==> src/iaa_defines.vh <==
`ifndef IAA_DEFINES_VH
`define IAA_DEFINES_VH
// ==================================================
// Arbitration priority values
`define IAA_ARB_SIU_RST    4'hf
`define IAA_ARB_MOD_RST    4'h0
`define IAA_ARB_NONE       4'h0
// ==================================================
// Acknowledge cycle encodings
`define IAA_FC_CPU_SPACE   3'h7
`define IAA_ADDR_HI_ONES   20'hfffff
`define IAA_ADDR_BIT0      1'h1
`define IAA_LEVEL_NMI      3'h7
`define IAA_LEVEL_OFF      3'h0
// ==================================================
// Status register layout and reset value
`define IAA_SR_RST         16'h2700
`define IAA_SR_T1_BIT      15
`define IAA_SR_T0_BIT      14
`define IAA_SR_S_BIT       13
`define IAA_SR_IPM_LSB     8
// ==================================================
// Vector numbers
`define IAA_VEC_SPURIOUS   8'h18
`define IAA_VEC_AUTO_BASE  8'h18
// ==================================================
// Timing: bus monitor period in ns, cycles at 50 MHz
`define IAA_CLK_NS         20
`define IAA_BUS_MON_NS     1280
`define IAA_BUS_MON_CYC    (`IAA_BUS_MON_NS / `IAA_CLK_NS)
// Stacking takes a fixed number of cycles in this model
`define IAA_STACK_CYC      4
`endif

==> src/iaa_ack_arb.v <==
`timescale 1ns/1ps
`include "iaa_defines.vh"

module iaa_ack_arb #(
   parameter NMOD    = 4,                      // Internal interrupt-capable modules
   parameter MON_CYC = `IAA_BUS_MON_CYC        // Bus monitor period in cycles
) (
   input  wire               ref_clk,
   input  wire               resetn,
   input  wire               clk_en,              // Freezes all state when low
   // External request pins, active low, asynchronous
   input  wire [7:1]         irq_pins_n,
   // Internal module requests
   input  wire [NMOD*3-1:0]  mod_level,           // Level of each module's request
   input  wire [NMOD*4-1:0]  mod_arb_wr_data,     // New arbitration values
   input  wire [NMOD-1:0]    mod_arb_wr,          // Write strobes for those values
   input  wire [NMOD*8-1:0]  mod_vector,          // Vector each module returns
   // Integration unit configuration
   input  wire [3:0]         siu_arb_wr_data,
   input  wire               siu_arb_wr,
   input  wire [2:0]         timer_request_level, // Zero disables the timer
   input  wire               timer_req,           // Periodic timer event pending
   // Processor side
   input  wire               instr_boundary,      // Boundary or higher exception done
   input  wire [31:0]        vector_base,
   input  wire [31:0]        pc_in,
   input  wire               sr_wr,               // Software load of the status register
   input  wire [15:0]        sr_wr_data,          // Value for that load
   // External bus answers
   input  wire               data_size_ack,       // Synchronous, same clock
   input  wire               autovector_request,
   input  wire [7:0]         ext_vector,
   input  wire               cs_ack_match,        // Chip-select programmed for level
   input  wire               cs_autovector,       // Chip-select answers with autovector
   // Outputs
   output reg  [2:0]         function_code_lines,
   output reg  [23:0]        ack_addr,
   output reg                ack_cycle,           // Acknowledge cycle on bus
   output reg                ext_forward,         // Cycle forwarded externally
   output reg                bus_error_line,
   output reg                stack_push,          // Pulse per stacked item
   output reg  [31:0]        stack_data,
   output reg  [15:0]        status_reg,
   output reg  [31:0]        vector_addr,
   output reg                pc_load,             // One-cycle pulse
   output reg  [7:0]         vector_num,
   output reg  [NMOD-1:0]    mod_ack,             // Internal winner strobe
   output reg                timer_ack,
   output reg  [NMOD*4-1:0]  mod_arb_field,
   output reg  [3:0]         siu_arb_field
);

   // ==================================================
   // States
   localparam ST_IDLE  = 3'h0;
   localparam ST_STACK = 3'h1;
   localparam ST_ACK   = 3'h2;
   localparam ST_ARB   = 3'h3;
   localparam ST_EXT   = 3'h4;
   localparam ST_VEC   = 3'h5;
   localparam ST_LOAD  = 3'h6;

   reg  [2:0]  state_r;                 // Sequencer state
   reg  [15:0] mon_cnt_r;               // Bus monitor counter
   reg  [2:0]  stk_cnt_r;               // Stacking step counter
   reg  [2:0]  lvl_r;                   // Level being acknowledged
   reg  [7:1]  irq_s1_r;                // First synchroniser stage
   reg  [7:1]  irq_s2_r;                // Second synchroniser stage
   reg  [7:1]  irq_s3_r;                // Hysteresis stage
   reg         nmi_prev_r;              // Last qualified level-7
   reg         nmi_pend_r;              // Level-7 edge latched
   reg  [2:0]  ipm_prev_r;              // Mask last cycle, for 7-to-lower

   wire [2:0]  ipm = status_reg[`IAA_SR_IPM_LSB+2:`IAA_SR_IPM_LSB];

   // ==================================================
   // Pin qualification: two flops then a two-cycle hysteresis stage
   // Only the second stage reads the first, keeping metastability contained
   always @(posedge ref_clk or negedge resetn) begin
      if (!resetn) begin
         irq_s1_r <= 7'h7f;
         irq_s2_r <= 7'h7f;
         irq_s3_r <= 7'h7f;
      end else if (clk_en) begin
         irq_s1_r <= irq_pins_n;
         irq_s2_r <= irq_s1_r;
         irq_s3_r <= irq_s2_r;
      end
   end

   // Valid when low for two consecutive samples
   wire [7:1] pin_valid = ~irq_s2_r & ~irq_s3_r;

   // ==================================================
   // Pending level: modules, timer, pins
   reg  [7:0] lvl_req;                  // One bit per requested level
   integer    i;
   always @* begin
      lvl_req = 8'h00;
      for (i = 0; i < NMOD; i = i + 1)
         lvl_req[mod_level[i*3 +: 3]] = 1'b1;
      if (timer_req && timer_request_level != `IAA_LEVEL_OFF)
         lvl_req[timer_request_level] = 1'b1;
      lvl_req[6:1] = lvl_req[6:1] | pin_valid[6:1];
      lvl_req[7]   = lvl_req[7] | nmi_pend_r;
      lvl_req[0]   = 1'b0;
   end

   // Highest level above the mask; level 7 ignores the mask
   reg  [2:0] top_lvl;
   integer    k;
   always @* begin
      top_lvl = 3'h0;
      for (k = 1; k < 8; k = k + 1)
         if (lvl_req[k] && (k[2:0] > ipm || k == 7))
            top_lvl = k[2:0];
   end

   // ==================================================
   // Contention: each module joins only on level match
   // Ties keep the earlier contender; software must keep values distinct
   reg  [3:0]      best_arb;            // Highest contending value
   reg  [NMOD-1:0] best_mod;            // One-hot of internal winner
   reg             siu_contends;        // Timer or pin at the level
   reg             tmr_hit;
   integer         m;
   always @* begin
      tmr_hit = timer_req && timer_request_level == lvl_r &&
                timer_request_level != `IAA_LEVEL_OFF;
      siu_contends = tmr_hit || (lvl_r == `IAA_LEVEL_NMI ? nmi_pend_r : pin_valid[lvl_r]);
      best_arb = `IAA_ARB_NONE;
      best_mod = {NMOD{1'b0}};
      if (siu_contends)
         best_arb = siu_arb_field;
      for (m = 0; m < NMOD; m = m + 1)
         if (mod_level[m*3 +: 3] == lvl_r &&
             mod_arb_field[m*4 +: 4] > best_arb) begin
            best_arb = mod_arb_field[m*4 +: 4];
            best_mod = {NMOD{1'b0}};
            best_mod[m] = 1'b1;
         end
   end

   // One-hot winner selects its vector; zero when the unit itself wins
   reg [7:0] win_vec;                   // Vector of the internal winner
   integer   v;
   always @* begin
      win_vec = 8'h00;
      for (v = 0; v < NMOD; v = v + 1)
         if (best_mod[v])
            win_vec = mod_vector[v*8 +: 8];
   end

   // Autovector number follows the acknowledged level
   wire [7:0] auto_vec = `IAA_VEC_AUTO_BASE + {5'h00, lvl_r};

   // ==================================================
   // Arbitration fields, writable by software
   // Strobes are honoured only while the clock is enabled
   genvar g;
   generate
      for (g = 0; g < NMOD; g = g + 1) begin : g_arb
         always @(posedge ref_clk or negedge resetn) begin
            if (!resetn)
               mod_arb_field[g*4 +: 4] <= `IAA_ARB_MOD_RST;
            else if (clk_en && mod_arb_wr[g])
               mod_arb_field[g*4 +: 4] <= mod_arb_wr_data[g*4 +: 4];
         end
      end
   endgenerate

   always @(posedge ref_clk or negedge resetn) begin
      if (!resetn)
         siu_arb_field <= `IAA_ARB_SIU_RST;
      else if (clk_en && siu_arb_wr)
         siu_arb_field <= siu_arb_wr_data;
   end

   // ==================================================
   // Level-7 edge detect and mask drop from 7
   always @(posedge ref_clk or negedge resetn) begin
      if (!resetn) begin
         nmi_prev_r <= 1'b0;
         nmi_pend_r <= 1'b0;
         ipm_prev_r <= 3'h7;
      end else if (clk_en) begin
         nmi_prev_r <= pin_valid[7];
         ipm_prev_r <= ipm;
         // New edge, or mask falling from 7 while held; set wins over clear
         if ((pin_valid[7] && !nmi_prev_r) ||
             (pin_valid[7] && ipm_prev_r == 3'h7 && ipm != 3'h7))
            nmi_pend_r <= 1'b1;
         else if (state_r == ST_VEC && lvl_r == `IAA_LEVEL_NMI)
            nmi_pend_r <= 1'b0;
      end
   end

   // ==================================================
   // Sequencer
   // All outputs except the arbitration fields registered here; pulses default low every cycle
   always @(posedge ref_clk or negedge resetn) begin
      if (!resetn) begin
         state_r             <= ST_IDLE;
         mon_cnt_r           <= 16'h0000;
         stk_cnt_r           <= 3'h0;
         lvl_r               <= 3'h0;
         function_code_lines <= 3'h0;
         ack_addr            <= 24'h000000;
         ack_cycle           <= 1'b0;
         ext_forward         <= 1'b0;
         bus_error_line      <= 1'b0;
         stack_push          <= 1'b0;
         stack_data          <= 32'h00000000;
         status_reg          <= `IAA_SR_RST;
         vector_addr         <= 32'h00000000;
         pc_load             <= 1'b0;
         vector_num          <= 8'h00;
         mod_ack             <= {NMOD{1'b0}};
         timer_ack           <= 1'b0;
      end else if (clk_en) begin
         stack_push     <= 1'b0;
         pc_load        <= 1'b0;
         mod_ack        <= {NMOD{1'b0}};
         timer_ack      <= 1'b0;
         bus_error_line <= 1'b0;
         case (state_r)
            ST_IDLE: begin
               // Software load only between sequences, never mid-acknowledge
               if (sr_wr)
                  status_reg <= sr_wr_data;
               // Level not latched while pending; highest wins at start
               if (instr_boundary && top_lvl != 3'h0) begin
                  lvl_r     <= top_lvl;
                  stk_cnt_r <= 3'h0;
                  state_r   <= ST_STACK;
               end
            end
            ST_STACK: begin
               // Push SR then PC in a short fixed sequence
               stack_push <= 1'b1;
               stack_data <= (stk_cnt_r == 3'h0) ? {16'h0000, status_reg} : pc_in;
               stk_cnt_r  <= stk_cnt_r + 3'h1;
               if (stk_cnt_r == `IAA_STACK_CYC - 1) begin
                  status_reg[`IAA_SR_S_BIT]  <= 1'b1;
                  status_reg[`IAA_SR_T1_BIT] <= 1'b0;
                  status_reg[`IAA_SR_T0_BIT] <= 1'b0;
                  state_r <= ST_ACK;
               end
            end
            ST_ACK: begin
               function_code_lines <= `IAA_FC_CPU_SPACE;
               ack_addr <= {`IAA_ADDR_HI_ONES, lvl_r, `IAA_ADDR_BIT0};
               ack_cycle <= 1'b1;
               status_reg[`IAA_SR_IPM_LSB+2:`IAA_SR_IPM_LSB] <= lvl_r;
               state_r <= ST_ARB;
            end
            ST_ARB: begin
               // Contention always runs, even for a single source
               if (best_arb == `IAA_ARB_NONE) begin
                  bus_error_line <= 1'b1;
                  vector_num     <= `IAA_VEC_SPURIOUS;
                  state_r        <= ST_VEC;
               end else if (best_mod != {NMOD{1'b0}}) begin
                  // Internal winner ends the cycle; chip-select stays out
                  mod_ack    <= best_mod;
                  vector_num <= win_vec;
                  state_r    <= ST_VEC;
               end else if (tmr_hit) begin
                  // Timer ahead of pins at the same level
                  timer_ack  <= 1'b1;
                  vector_num <= win_vec;
                  state_r    <= ST_VEC;
               end else begin
                  ext_forward <= 1'b1;
                  mon_cnt_r   <= 16'h0000;
                  state_r     <= ST_EXT;
               end
            end
            ST_EXT: begin
               // Chip-select only matches once forwarded
               // Monitor restarts from zero on every forwarded cycle
               mon_cnt_r <= mon_cnt_r + 16'h0001;
               if (autovector_request || (cs_ack_match && cs_autovector)) begin
                  vector_num  <= auto_vec;
                  ext_forward <= 1'b0;
                  state_r     <= ST_VEC;
               end else if (data_size_ack || cs_ack_match) begin
                  vector_num  <= ext_vector;
                  ext_forward <= 1'b0;
                  state_r     <= ST_VEC;
               end else if (mon_cnt_r == MON_CYC - 1) begin
                  bus_error_line <= 1'b1;
                  vector_num     <= `IAA_VEC_SPURIOUS;
                  ext_forward    <= 1'b0;
                  state_r        <= ST_VEC;
               end
            end
            ST_VEC: begin
               // Close the bus cycle and form the table address
               ack_cycle           <= 1'b0;
               function_code_lines <= 3'h0;
               vector_addr <= vector_base + {22'h0, vector_num, 2'h0};
               state_r     <= ST_LOAD;
            end
            ST_LOAD: begin
               // Handler fetch starts once the program counter loads
               pc_load <= 1'b1;
               state_r <= ST_IDLE;
            end
            default: state_r <= ST_IDLE;
         endcase
      end
   end

endmodule // iaa_ack_arb

==> config.mk <==
export PLATFORM = sky130hd
export DESIGN_NAME = iaa_ack_arb
export DESIGN_NICKNAME = d
export VERILOG_FILES = /design/src/iaa_ack_arb.v
export VERILOG_INCLUDE_DIRS = /design/src
export SDC_FILE = /design/constraint.sdc
export NUM_CORES = 1
export LEC_CHECK = 0
export ABC_AREA = 1
export ABC_CLOCK_PERIOD_IN_PS = 7700
export BUFFER_PORTS_ARGS = -buffer_cell sky130_fd_sc_hd__buf_2
export CORE_MARGIN = 5
export CORE_UTILIZATION = 50
export CTS_BUF_LIST = sky130_fd_sc_hd__clkbuf_4 sky130_fd_sc_hd__clkbuf_8 sky130_fd_sc_hd__clkbuf_16
export DETAILED_ROUTE_END_ITERATION = 10
export HOLD_SLACK_MARGIN = 0.15
export PLACE_DENSITY = 0.78
export SETUP_SLACK_MARGIN = 0.4
export SLEW_MARGIN = 25
export SYNTH_ARGS = -nofsm -noshare
export SYNTH_HDL_FRONTEND = slang
export SYNTH_SLANG_ARGS = --single-unit
==> constraint.sdc <==
create_clock -name ref_clk -period 7.7 [get_ports ref_clk]
set_input_delay 0.385 -clock ref_clk [delete_from_list [all_inputs] [get_ports ref_clk]]
set_output_delay 0.385 -clock ref_clk [all_outputs]
set_load 0.005 [all_outputs]
==> results of run 1 <==
kinds of logic (layout without fill, tap and decap cells):
kind of cell / Yosys count / count (layout)
adder cells (fa/ha/maj): 29 / 29
AND/OR/NAND/NOR: 734 / 735
AO/OA/AOI/OAI: 188 / 188
buffers and inverters: 176 / 492
multiplexers: 13 / 13
other: 0 / 5
flip-flops: 173 / 173
XOR/XNOR: 29 / 29
power breakdown:
part	internal, mW	switching, mW	leakage (nW)	total [mW]
registers	1.21	0.218	2.10	1.43
logic	0.811	1.33	4.08	2.14
clock network	0.471	0.424	0.299	0.894
metal layers:
layer	up-vias	global-route usage (%)
li1	5012	-
met1	4914	35.1
met2	415	43.9
met3	79	4.81
met4	4	9.80
met5	-	0
critical path: cells and delay by family, from the launching register on:
kind,cells,cell delay (ns)
flip-flops,1,0.41
adder cells (fa/ha/maj),4,1.19
buffers and inverters,8,0.93
AO/OA/AOI/OAI,6,0.98
AND/OR/NAND/NOR,27,3.17
cells in the final DEF, fill, tap and decap left out, types with 18 or more instances in the layout:
cell,netlist,routed
sky130_fd_sc_hd__dfrtp_1,141,138
sky130_fd_sc_hd__ha_1,28,28
sky130_fd_sc_hd__a21oi_1,49,49
sky130_fd_sc_hd__buf_2,5,320
sky130_fd_sc_hd__nand2_2,20,20
sky130_fd_sc_hd__inv_1,96,96
sky130_fd_sc_hd__buf_4,26,18
sky130_fd_sc_hd__dfstp_2,32,32
sky130_fd_sc_hd__a31oi_1,28,27
sky130_fd_sc_hd__nor2_1,107,105
sky130_fd_sc_hd__nor3_1,34,34
sky130_fd_sc_hd__nand2_1,396,396
sky130_fd_sc_hd__nand3_1,110,110
sky130_fd_sc_hd__o21ai_0,52,51
area by class of cell:
class / count / area (um2) / share of cell area (%)
antenna: 5 / 12.5 / 0.0975
clock buffer: 17 / 425 / 3.31
clock inverter: 15 / 194 / 1.51
inverter: 109 / 412 / 3.21
multi-input combinational: 994 / 5200 / 40.5
sequential: 173 / 4370 / 34.1
tap: 270 / 338 / 2.63
timing repair buffer: 351 / 1880 / 14.6
how the worst max path moves through the flow:
stage / cells after the start / to / slack (ns)
after floorplan: 40 / mon_cnt_r[10]$_DFFE_PN0P_ / 1.84
after global placement: 40 / mon_cnt_r[1]$_DFFE_PN0P_ / 0.66
after detailed placement: 43 / mon_cnt_r[0]$_DFFE_PN0P_ / 0.41
after CTS: 41 / mon_cnt_r[0]$_DFFE_PN0P_ / 0.41
after global routing: 45 / mon_cnt_r[0]$_DFFE_PN0P_ / 0.40
final: 45 / mon_cnt_r[13]$_DFFE_PN0P_ / 0.90
what timing repair did:
action / CTS / global route
gates resized for setup: 4 / 8
setup buffers: 2 / 10
pin swaps: 1 / 1
endpoints found under the setup margin: 18 / 31
hold buffers: 11 / 0
hold endpoints to repair: 97 / 0
gates cloned: 1 / 0
per-stage QoR:
step / cell area [um2] / utilization, % / hold WS [ns]
floorplan: 10300 / - / 0.0894
finish: 12800 / 63.2 / 0.166
global placement: 11900 / 58.8 / 0.448
global route: 12800 / 63.2 / 0.158
CTS: 12700 / 62.6 / 0.153
detailed placement: 11900 / 58.8 / 0.453
==> flow_metrics.py, run 1 <==
metrics = {
    "logic_synthesis": {
        "dominant_combinational_cell_family_by_area_after_synthesis": "simple AND/OR/NAND/NOR gates",
        "synth_top_area_share_pct": 34.1,
        "synth.yosys.seq_area_share_pct": 42.2,
        "yosysMostFrequentCell": "sky130_fd_sc_hd__nand2_1",
        "post_synth_main_area_contributors": "sky130_fd_sc_hd__dfrtp_1 34%, sky130_fd_sc_hd__nand2_1 14%, sky130_fd_sc_hd__dfstp_2 8.1%",
        "synthesis.nets": 1548,
        "synth-warning-count": 0,
        "post_synthesis_sequential_element_count": 173,
        "synth_adder_area_share_pct": 3.58,
        "synth_top_flop_cell": "sky130_fd_sc_hd__dfrtp_1",
        "synth_mux_area_share_pct": 1.41,
        "synth.cell_area_mm2": 0.0103,
        "post_synth_xor_xnor_area_pct": 2.45,
        "avgSynthCellArea_um2": 7.71,
        "post_synth_and_or_nand_nor_area_fraction_pct": 31.2,
        "post-synth-top-area-cell": "sky130_fd_sc_hd__dfrtp_1",
        "netlist-cell-type-count": 57,
        "synth_async_sr_flop_share_pct": 100,
        "synth_enable_flop_cells": 0,
        "share_of_the_synthesized_area_in_compound_gates_ao_oa_aoi_oai_pct": 11.1,
        "synthesis.instances": 1342,
        "synth_commonest_cells": "396 x sky130_fd_sc_hd__nand2_1, 141 x sky130_fd_sc_hd__dfrtp_1, 110 x sky130_fd_sc_hd__nand3_1",
    },
    "timing": {
        "layout_worst_path_cycle_share_pct": 88.3,
        "report.final.hold_viol_count": 0,
        "finalSetupTns_ns": 0,
        "finalMaxSlewViolations": 0,
        "rsz0062_at_grt": "no",
        "actual_transition_at_the_worst_max_transition_pin_ns": 1.02,
        "fmax_mhz": 147,
        "setup_viol": 0,
        "max_slew_margin_pct": 32.0,
        "timing.final.crit_period_ns": 6.80,
        "finalClockSkew_ns": 0.0104,
        "worst_slack_ns": 0.902,
    },
    "clock_network": {
        "htreeDepth": 4,
        "clock-sinks": 173,
        "clock_network_latency_to_the_later_pin_of_the_worst_skew_pair_ns": 0.43,
        "cts_inserted_buffers": 17,
        "clk_pin_slew_worst_paths_ns": 0.07,
        "clock-root-buffer": "sky130_fd_sc_hd__clkbuf_16",
        "cts_buffer_depth": 2,
        "tritoncts": "yes",
    },
    "final_layout": {
        "final.fill_count": 1809,
        "area_growth_pct": 24.1,
        "largest_registers": "stack_data: 32 flops, vector_addr: 32 flops",
        "finalNonFillerCells": 1934,
        "final_net_count": 1852,
        "drive_above_1_share_pct": 31.0,
    },
    "die": {
        "std_cell_rows": 52,
        "start_util_pct": 51.0,
        "chipWidth_um": 154,
        "chipHeight_um": 154,
        "num_io_pins": 322,
        "core-area_mm2": 0.0203,
        "die_area_mm2": 0.0237,
    },
    "hold_path": {
        "min_delay_worst_endpoint": "status_reg[3]$_DFFE_PN0P_",
        "holdPathStages": 3,
        "min-delay-start": "sr_wr_data[3]",
        "worst_min_path_class": "in -> reg",
    },
    "global_routing": {
        "grt-ovfl-total": 0,
        "groute.usage.overall_pct": 26.6,
        "grt_pass1_vias": 10000,
        "grt_pass1_wl_mm": 51.2,
        "pin_count_of_the_biggest_net_entering_global_routing": 102,
        "grt_antenna_before_repair": 7,
    },
    "worst_setup_path": {
        "startpoint": "lvl_r[1]$_DFFE_PN0P_",
        "worstSetupPathType": "reg -> reg",
        "critical_path_required_ns": 8.02,
        "timing.reg2reg.setup_slack_ns": 0.90,
        "maximum_fanout_count_along_the_critical_path": 16,
        "endpoint_kind": "flop",
        "critPathSlowestCell": "sky130_fd_sc_hd__dfrtp_2",
        "worst_r2r_startpoint": "lvl_r[1]$_DFFE_PN0P_",
        "r2r-end": "mon_cnt_r[13]$_DFFE_PN0P_",
        "cp.arrival_ns": 7.12,
        "worst_r2r_path_depth": 45,
        "startpoint_type": "flop",
        "critical_path_s_most_frequent_cell": "sky130_fd_sc_hd__nand2_1",
        "critical_path.max_stage_delay_ns": 0.41,
    },
    "placed_design": {
        "placement.setup.worst_slack_ns": 0.405,
        "place_congestion": 0.935,
        "hpwl_mm": 24.5,
        "place.port_buffers": 321,
        "placed_instance_count": 1872,
    },
    "routing": {
        "routed_wire_length_per_instance_um": 16.7,
        "drtAntennaViolNets": 0,
        "route.layer.met1.wl_mm": 13.4,
        "postRouteWirelength_mm": 32.3,
        "routed_via_density": 5.39,
        "first_iteration_detailed_routing_drc_count": 736,
        "drc_errors_left": 0,
        "first_pass_iters": 5,
        "detailroute.via_count": 10400,
        "dr_wl_met2_mm": 15.6,
        "highest-signal-layer": "met5",
        "met3WireLength_mm": 2.22,
    },
    "power": {
        "vdd_ir_drop_max_mv": 0.217,
        "power.static_leakage_nw": 6.49,
        "finalPower_mw": 4.46,
        "total_power_divided_by_cell_area_mw_per_mm2": 348,
    },
    "run": {
        "maxCapViolCount": 0,
    },
    "outcome": {
        "run_status": "completed",
    },
}
Power figures use the tool's default switching activity.
==> run 2: changes to the inputs <==
- ABC_CLOCK_PERIOD_IN_PS: 7700 -> 6900
- clock period: 7.7 -> 6.9 ns (I/O delays scaled with it)
==> flow_metrics.py, run 2 (synthesis gave the netlist of run 1 again) <==
metrics = {
    "outcome": {
        "run_status": "completed",
    },
    "clock_network": {
        "clock-root-buffer": "sky130_fd_sc_hd__clkbuf_16",
        "clock_network_latency_to_the_later_pin_of_the_worst_skew_pair_ns": 0.44,
        "clk_pin_slew_worst_paths_ns": 0.08,
        "clock-sinks": 173,
        "tritoncts": "yes",
        "cts_buffer_depth": 2,
        "htreeDepth": 4,
        "cts_inserted_buffers": 17,
    },
    "die": {
        "chipWidth_um": 154,
        "chipHeight_um": 154,
        "std_cell_rows": 52,
        "die_area_mm2": 0.0237,
        "core-area_mm2": 0.0203,
        "num_io_pins": 322,
        "start_util_pct": 51.0,
    },
    "power": {
        "total_power_divided_by_cell_area_mw_per_mm2": 395,
        "finalPower_mw": 5.47,
        "power.static_leakage_nw": 6.85,
        "combinationalPowerShare_pct": 52.9,
        "clkPwrFrac_pct": 18.0,
        "power.share.switching_pct": 44.9,
        "sequentialPowerShare_pct": 29.1,
        "p_int_mw": 3.01,
        "vdd_ir_drop_max_mv": 0.269,
        "switching_power_mw": 2.45,
    },
    "routing": {
        "drc_errors_left": 0,
        "drtAntennaViolNets": 0,
        "postRouteWirelength_mm": 34.2,
        "routed_wire_length_per_instance_um": 17.1,
        "first_pass_iters": 6,
        "routed_via_density": 5.38,
        "first_iteration_detailed_routing_drc_count": 883,
        "detailroute.via_count": 10800,
    },
    "worst_setup_path": {
        "worst_r2r_path_depth": 42,
        "critical_path_depth": 42,
        "startpoint_type": "flop",
        "critPathSlowestCell": "sky130_fd_sc_hd__dfrtp_2",
        "endpoint_kind": "flop",
        "worstSetupPathType": "reg -> reg",
        "cp.arrival_ns": 6.65,
        "crit_family": "simple AND/OR/NAND/NOR gates",
        "critical_path_s_most_frequent_cell": "sky130_fd_sc_hd__nand2_2",
        "critical_path_required_ns": 7.23,
        "critical_path.max_stage_delay_ns": 0.44,
        "maximum_fanout_count_along_the_critical_path": 8,
        "critPathBufInv": 8,
    },
    "timing": {
        "worst_slack_ns": 0.579,
        "finalSetupTns_ns": 0,
        "max_slew_margin_pct": 37.7,
        "layout_worst_path_cycle_share_pct": 91.6,
        "report.final.hold_viol_count": 0,
        "timing.final.crit_period_ns": 6.32,
        "finalClockSkew_ns": 0.0138,
        "finalMaxSlewViolations": 0,
        "rsz0062_at_grt": "no",
        "setup_viol": 0,
        "actual_transition_at_the_worst_max_transition_pin_ns": 0.933,
        "fmax_mhz": 158,
    },
    "global_routing": {
        "globalRouteMet2Util_pct": 44.5,
        "grt_pass1_wl_mm": 52.7,
        "grt-ovfl-total": 0,
        "most_congested_layer_reported_by_global_routing": "met2",
        "grt_antenna_before_repair": 7,
        "groute.usage.overall_pct": 27.4,
        "gr-usage-met1_pct": 36.3,
        "pin_count_of_the_biggest_net_entering_global_routing": 61,
        "grt_use_met3_pct": 5.96,
        "grt_pass1_vias": 10100,
    },
    "final_layout": {
        "finalNonFillerCells": 2003,
        "final_common_cell": "sky130_fd_sc_hd__nand2_1",
        "area_growth_pct": 33.9,
        "final.fill_count": 1662,
        "final_net_count": 1921,
        "largest_registers": "stack_data: 32 flops, vector_addr: 32 flops",
        "layout.cells.most_common_list": "383 x sky130_fd_sc_hd__nand2_1, 320 x sky130_fd_sc_hd__buf_2, 140 x sky130_fd_sc_hd__dfrtp_1",
        "drive_above_1_share_pct": 33.9,
    },
    "run": {
        "maxCapViolCount": 0,
    },
    "placed_design": {
        "place.port_buffers": 321,
        "hpwl_mm": 24.7,
        "placement.setup.worst_slack_ns": 0.0722,
        "place_congestion": 0.963,
        "placed_instance_count": 1877,
    },
    "hold_path": {
        "worst_min_path_class": "in -> reg",
        "holdPathStages": 3,
    },
}
run 2: changes by cell type in the layout (fill, tap and decap cells not counted), moves of 5 or more:
cell,before,now
sky130_fd_sc_hd__dlygate4sd3_1,11,58
sky130_fd_sc_hd__nand2_1,396,383
sky130_fd_sc_hd__buf_4,18,29
sky130_fd_sc_hd__nand2_2,20,30
sky130_fd_sc_hd__nand3_2,4,13
sky130_fd_sc_hd__nor2_1,105,97
sky130_fd_sc_hd__nand3_1,110,103
sky130_fd_sc_hd__buf_6,0,6
sky130_fd_sc_hd__ha_1,28,22
sky130_fd_sc_hd__ha_4,0,6
sky130_fd_sc_hd__inv_1,96,91
sky130_fd_sc_hd__nor2_2,6,11
run 2: power by group through the flow:
stage	clock network [mW]	logic [mW]	registers, mW
2_1_floorplan	0	1.55	1.57
3_3_place_gp	0	2.25	1.60
3_5_place_dp	0	2.29	1.61
4_1_cts	1.00	2.40	1.59
5_1_grt	1.05	3.17	1.63
6_report	0.982	2.89	1.59
run 2: final cells by class:
| class | instances | area (um2) | area share [%] |
|---|---|---|---|
| sequential | 173 | 4370 | 31.6 |
| timing repair buffer | 417 | 2550 | 18.4 |
| tap | 270 | 338 | 2.44 |
| antenna | 5 | 12.5 | 0.0903 |
| clock inverter | 15 | 186 | 1.35 |
| inverter | 109 | 425 | 3.07 |
| multi-input combinational | 997 | 5540 | 40.0 |
| clock buffer | 17 | 425 | 3.07 |
run 2: worst register-to-register path: cells and delay by family, from the launching register on:
kind            cells  cell delay, ns
simple gates       22            2.74
fa+ha+maj           4            1.02
buf+inv             8            0.96
compound gates      7            0.81
flops               1            0.44
xor+xnor            1            0.24
run 2: final timing paths:
| path | startpoint | to | slack [ns] |
|---|---|---|---|
| max | lvl_r[2]$_DFFE_PN0P_ | vector_num[2]$_DFFE_PN0P_ | 0.58 |
| min | pc_in[6] | stack_data[6]$_DFFE_PN0P_ | 0.16 |
| max reg2reg | lvl_r[2]$_DFFE_PN0P_ | vector_num[2]$_DFFE_PN0P_ | 0.58 |
| min reg2reg | irq_s3_r[7]$_DFFE_PN1P_ | irq_s3_r[7]$_DFFE_PN1P_ | 0.46 |
| max in group asynchronous | resetn | lvl_r[2]$_DFFE_PN0P_ | 5.24 |
| min in group asynchronous | resetn | vector_addr[12]$_DFFE_PN0P_ | 0.44 |
run 2: routing by layer:
metal,routed length (um),up-vias
li1,-,5162
met1,13600,5017
met2,16700,494
met3,2760,92
met4,1110,4
met5,30,-
run 2: repair_timing:
item,in CTS,in global routing
setup buffers,5,21
resized for setup,10,77
endpoints found under the setup margin,27,32
hold buffers,57,1
pin swaps,3,32
endpoints found under the hold margin,109,1
cloned,2,2
run 2: per-stage QoR:
step | hold WS, ns | area [um2] | util, %
global placement | 0.358 | 12000 | 59.0
floorplan | 0.0494 | 10300 | -
finish | 0.163 | 13800 | 68.2
global route | 0.157 | 13800 | 68.2
detailed placement | 0.355 | 12000 | 59.0
CTS | 0.151 | 13300 | 65.3
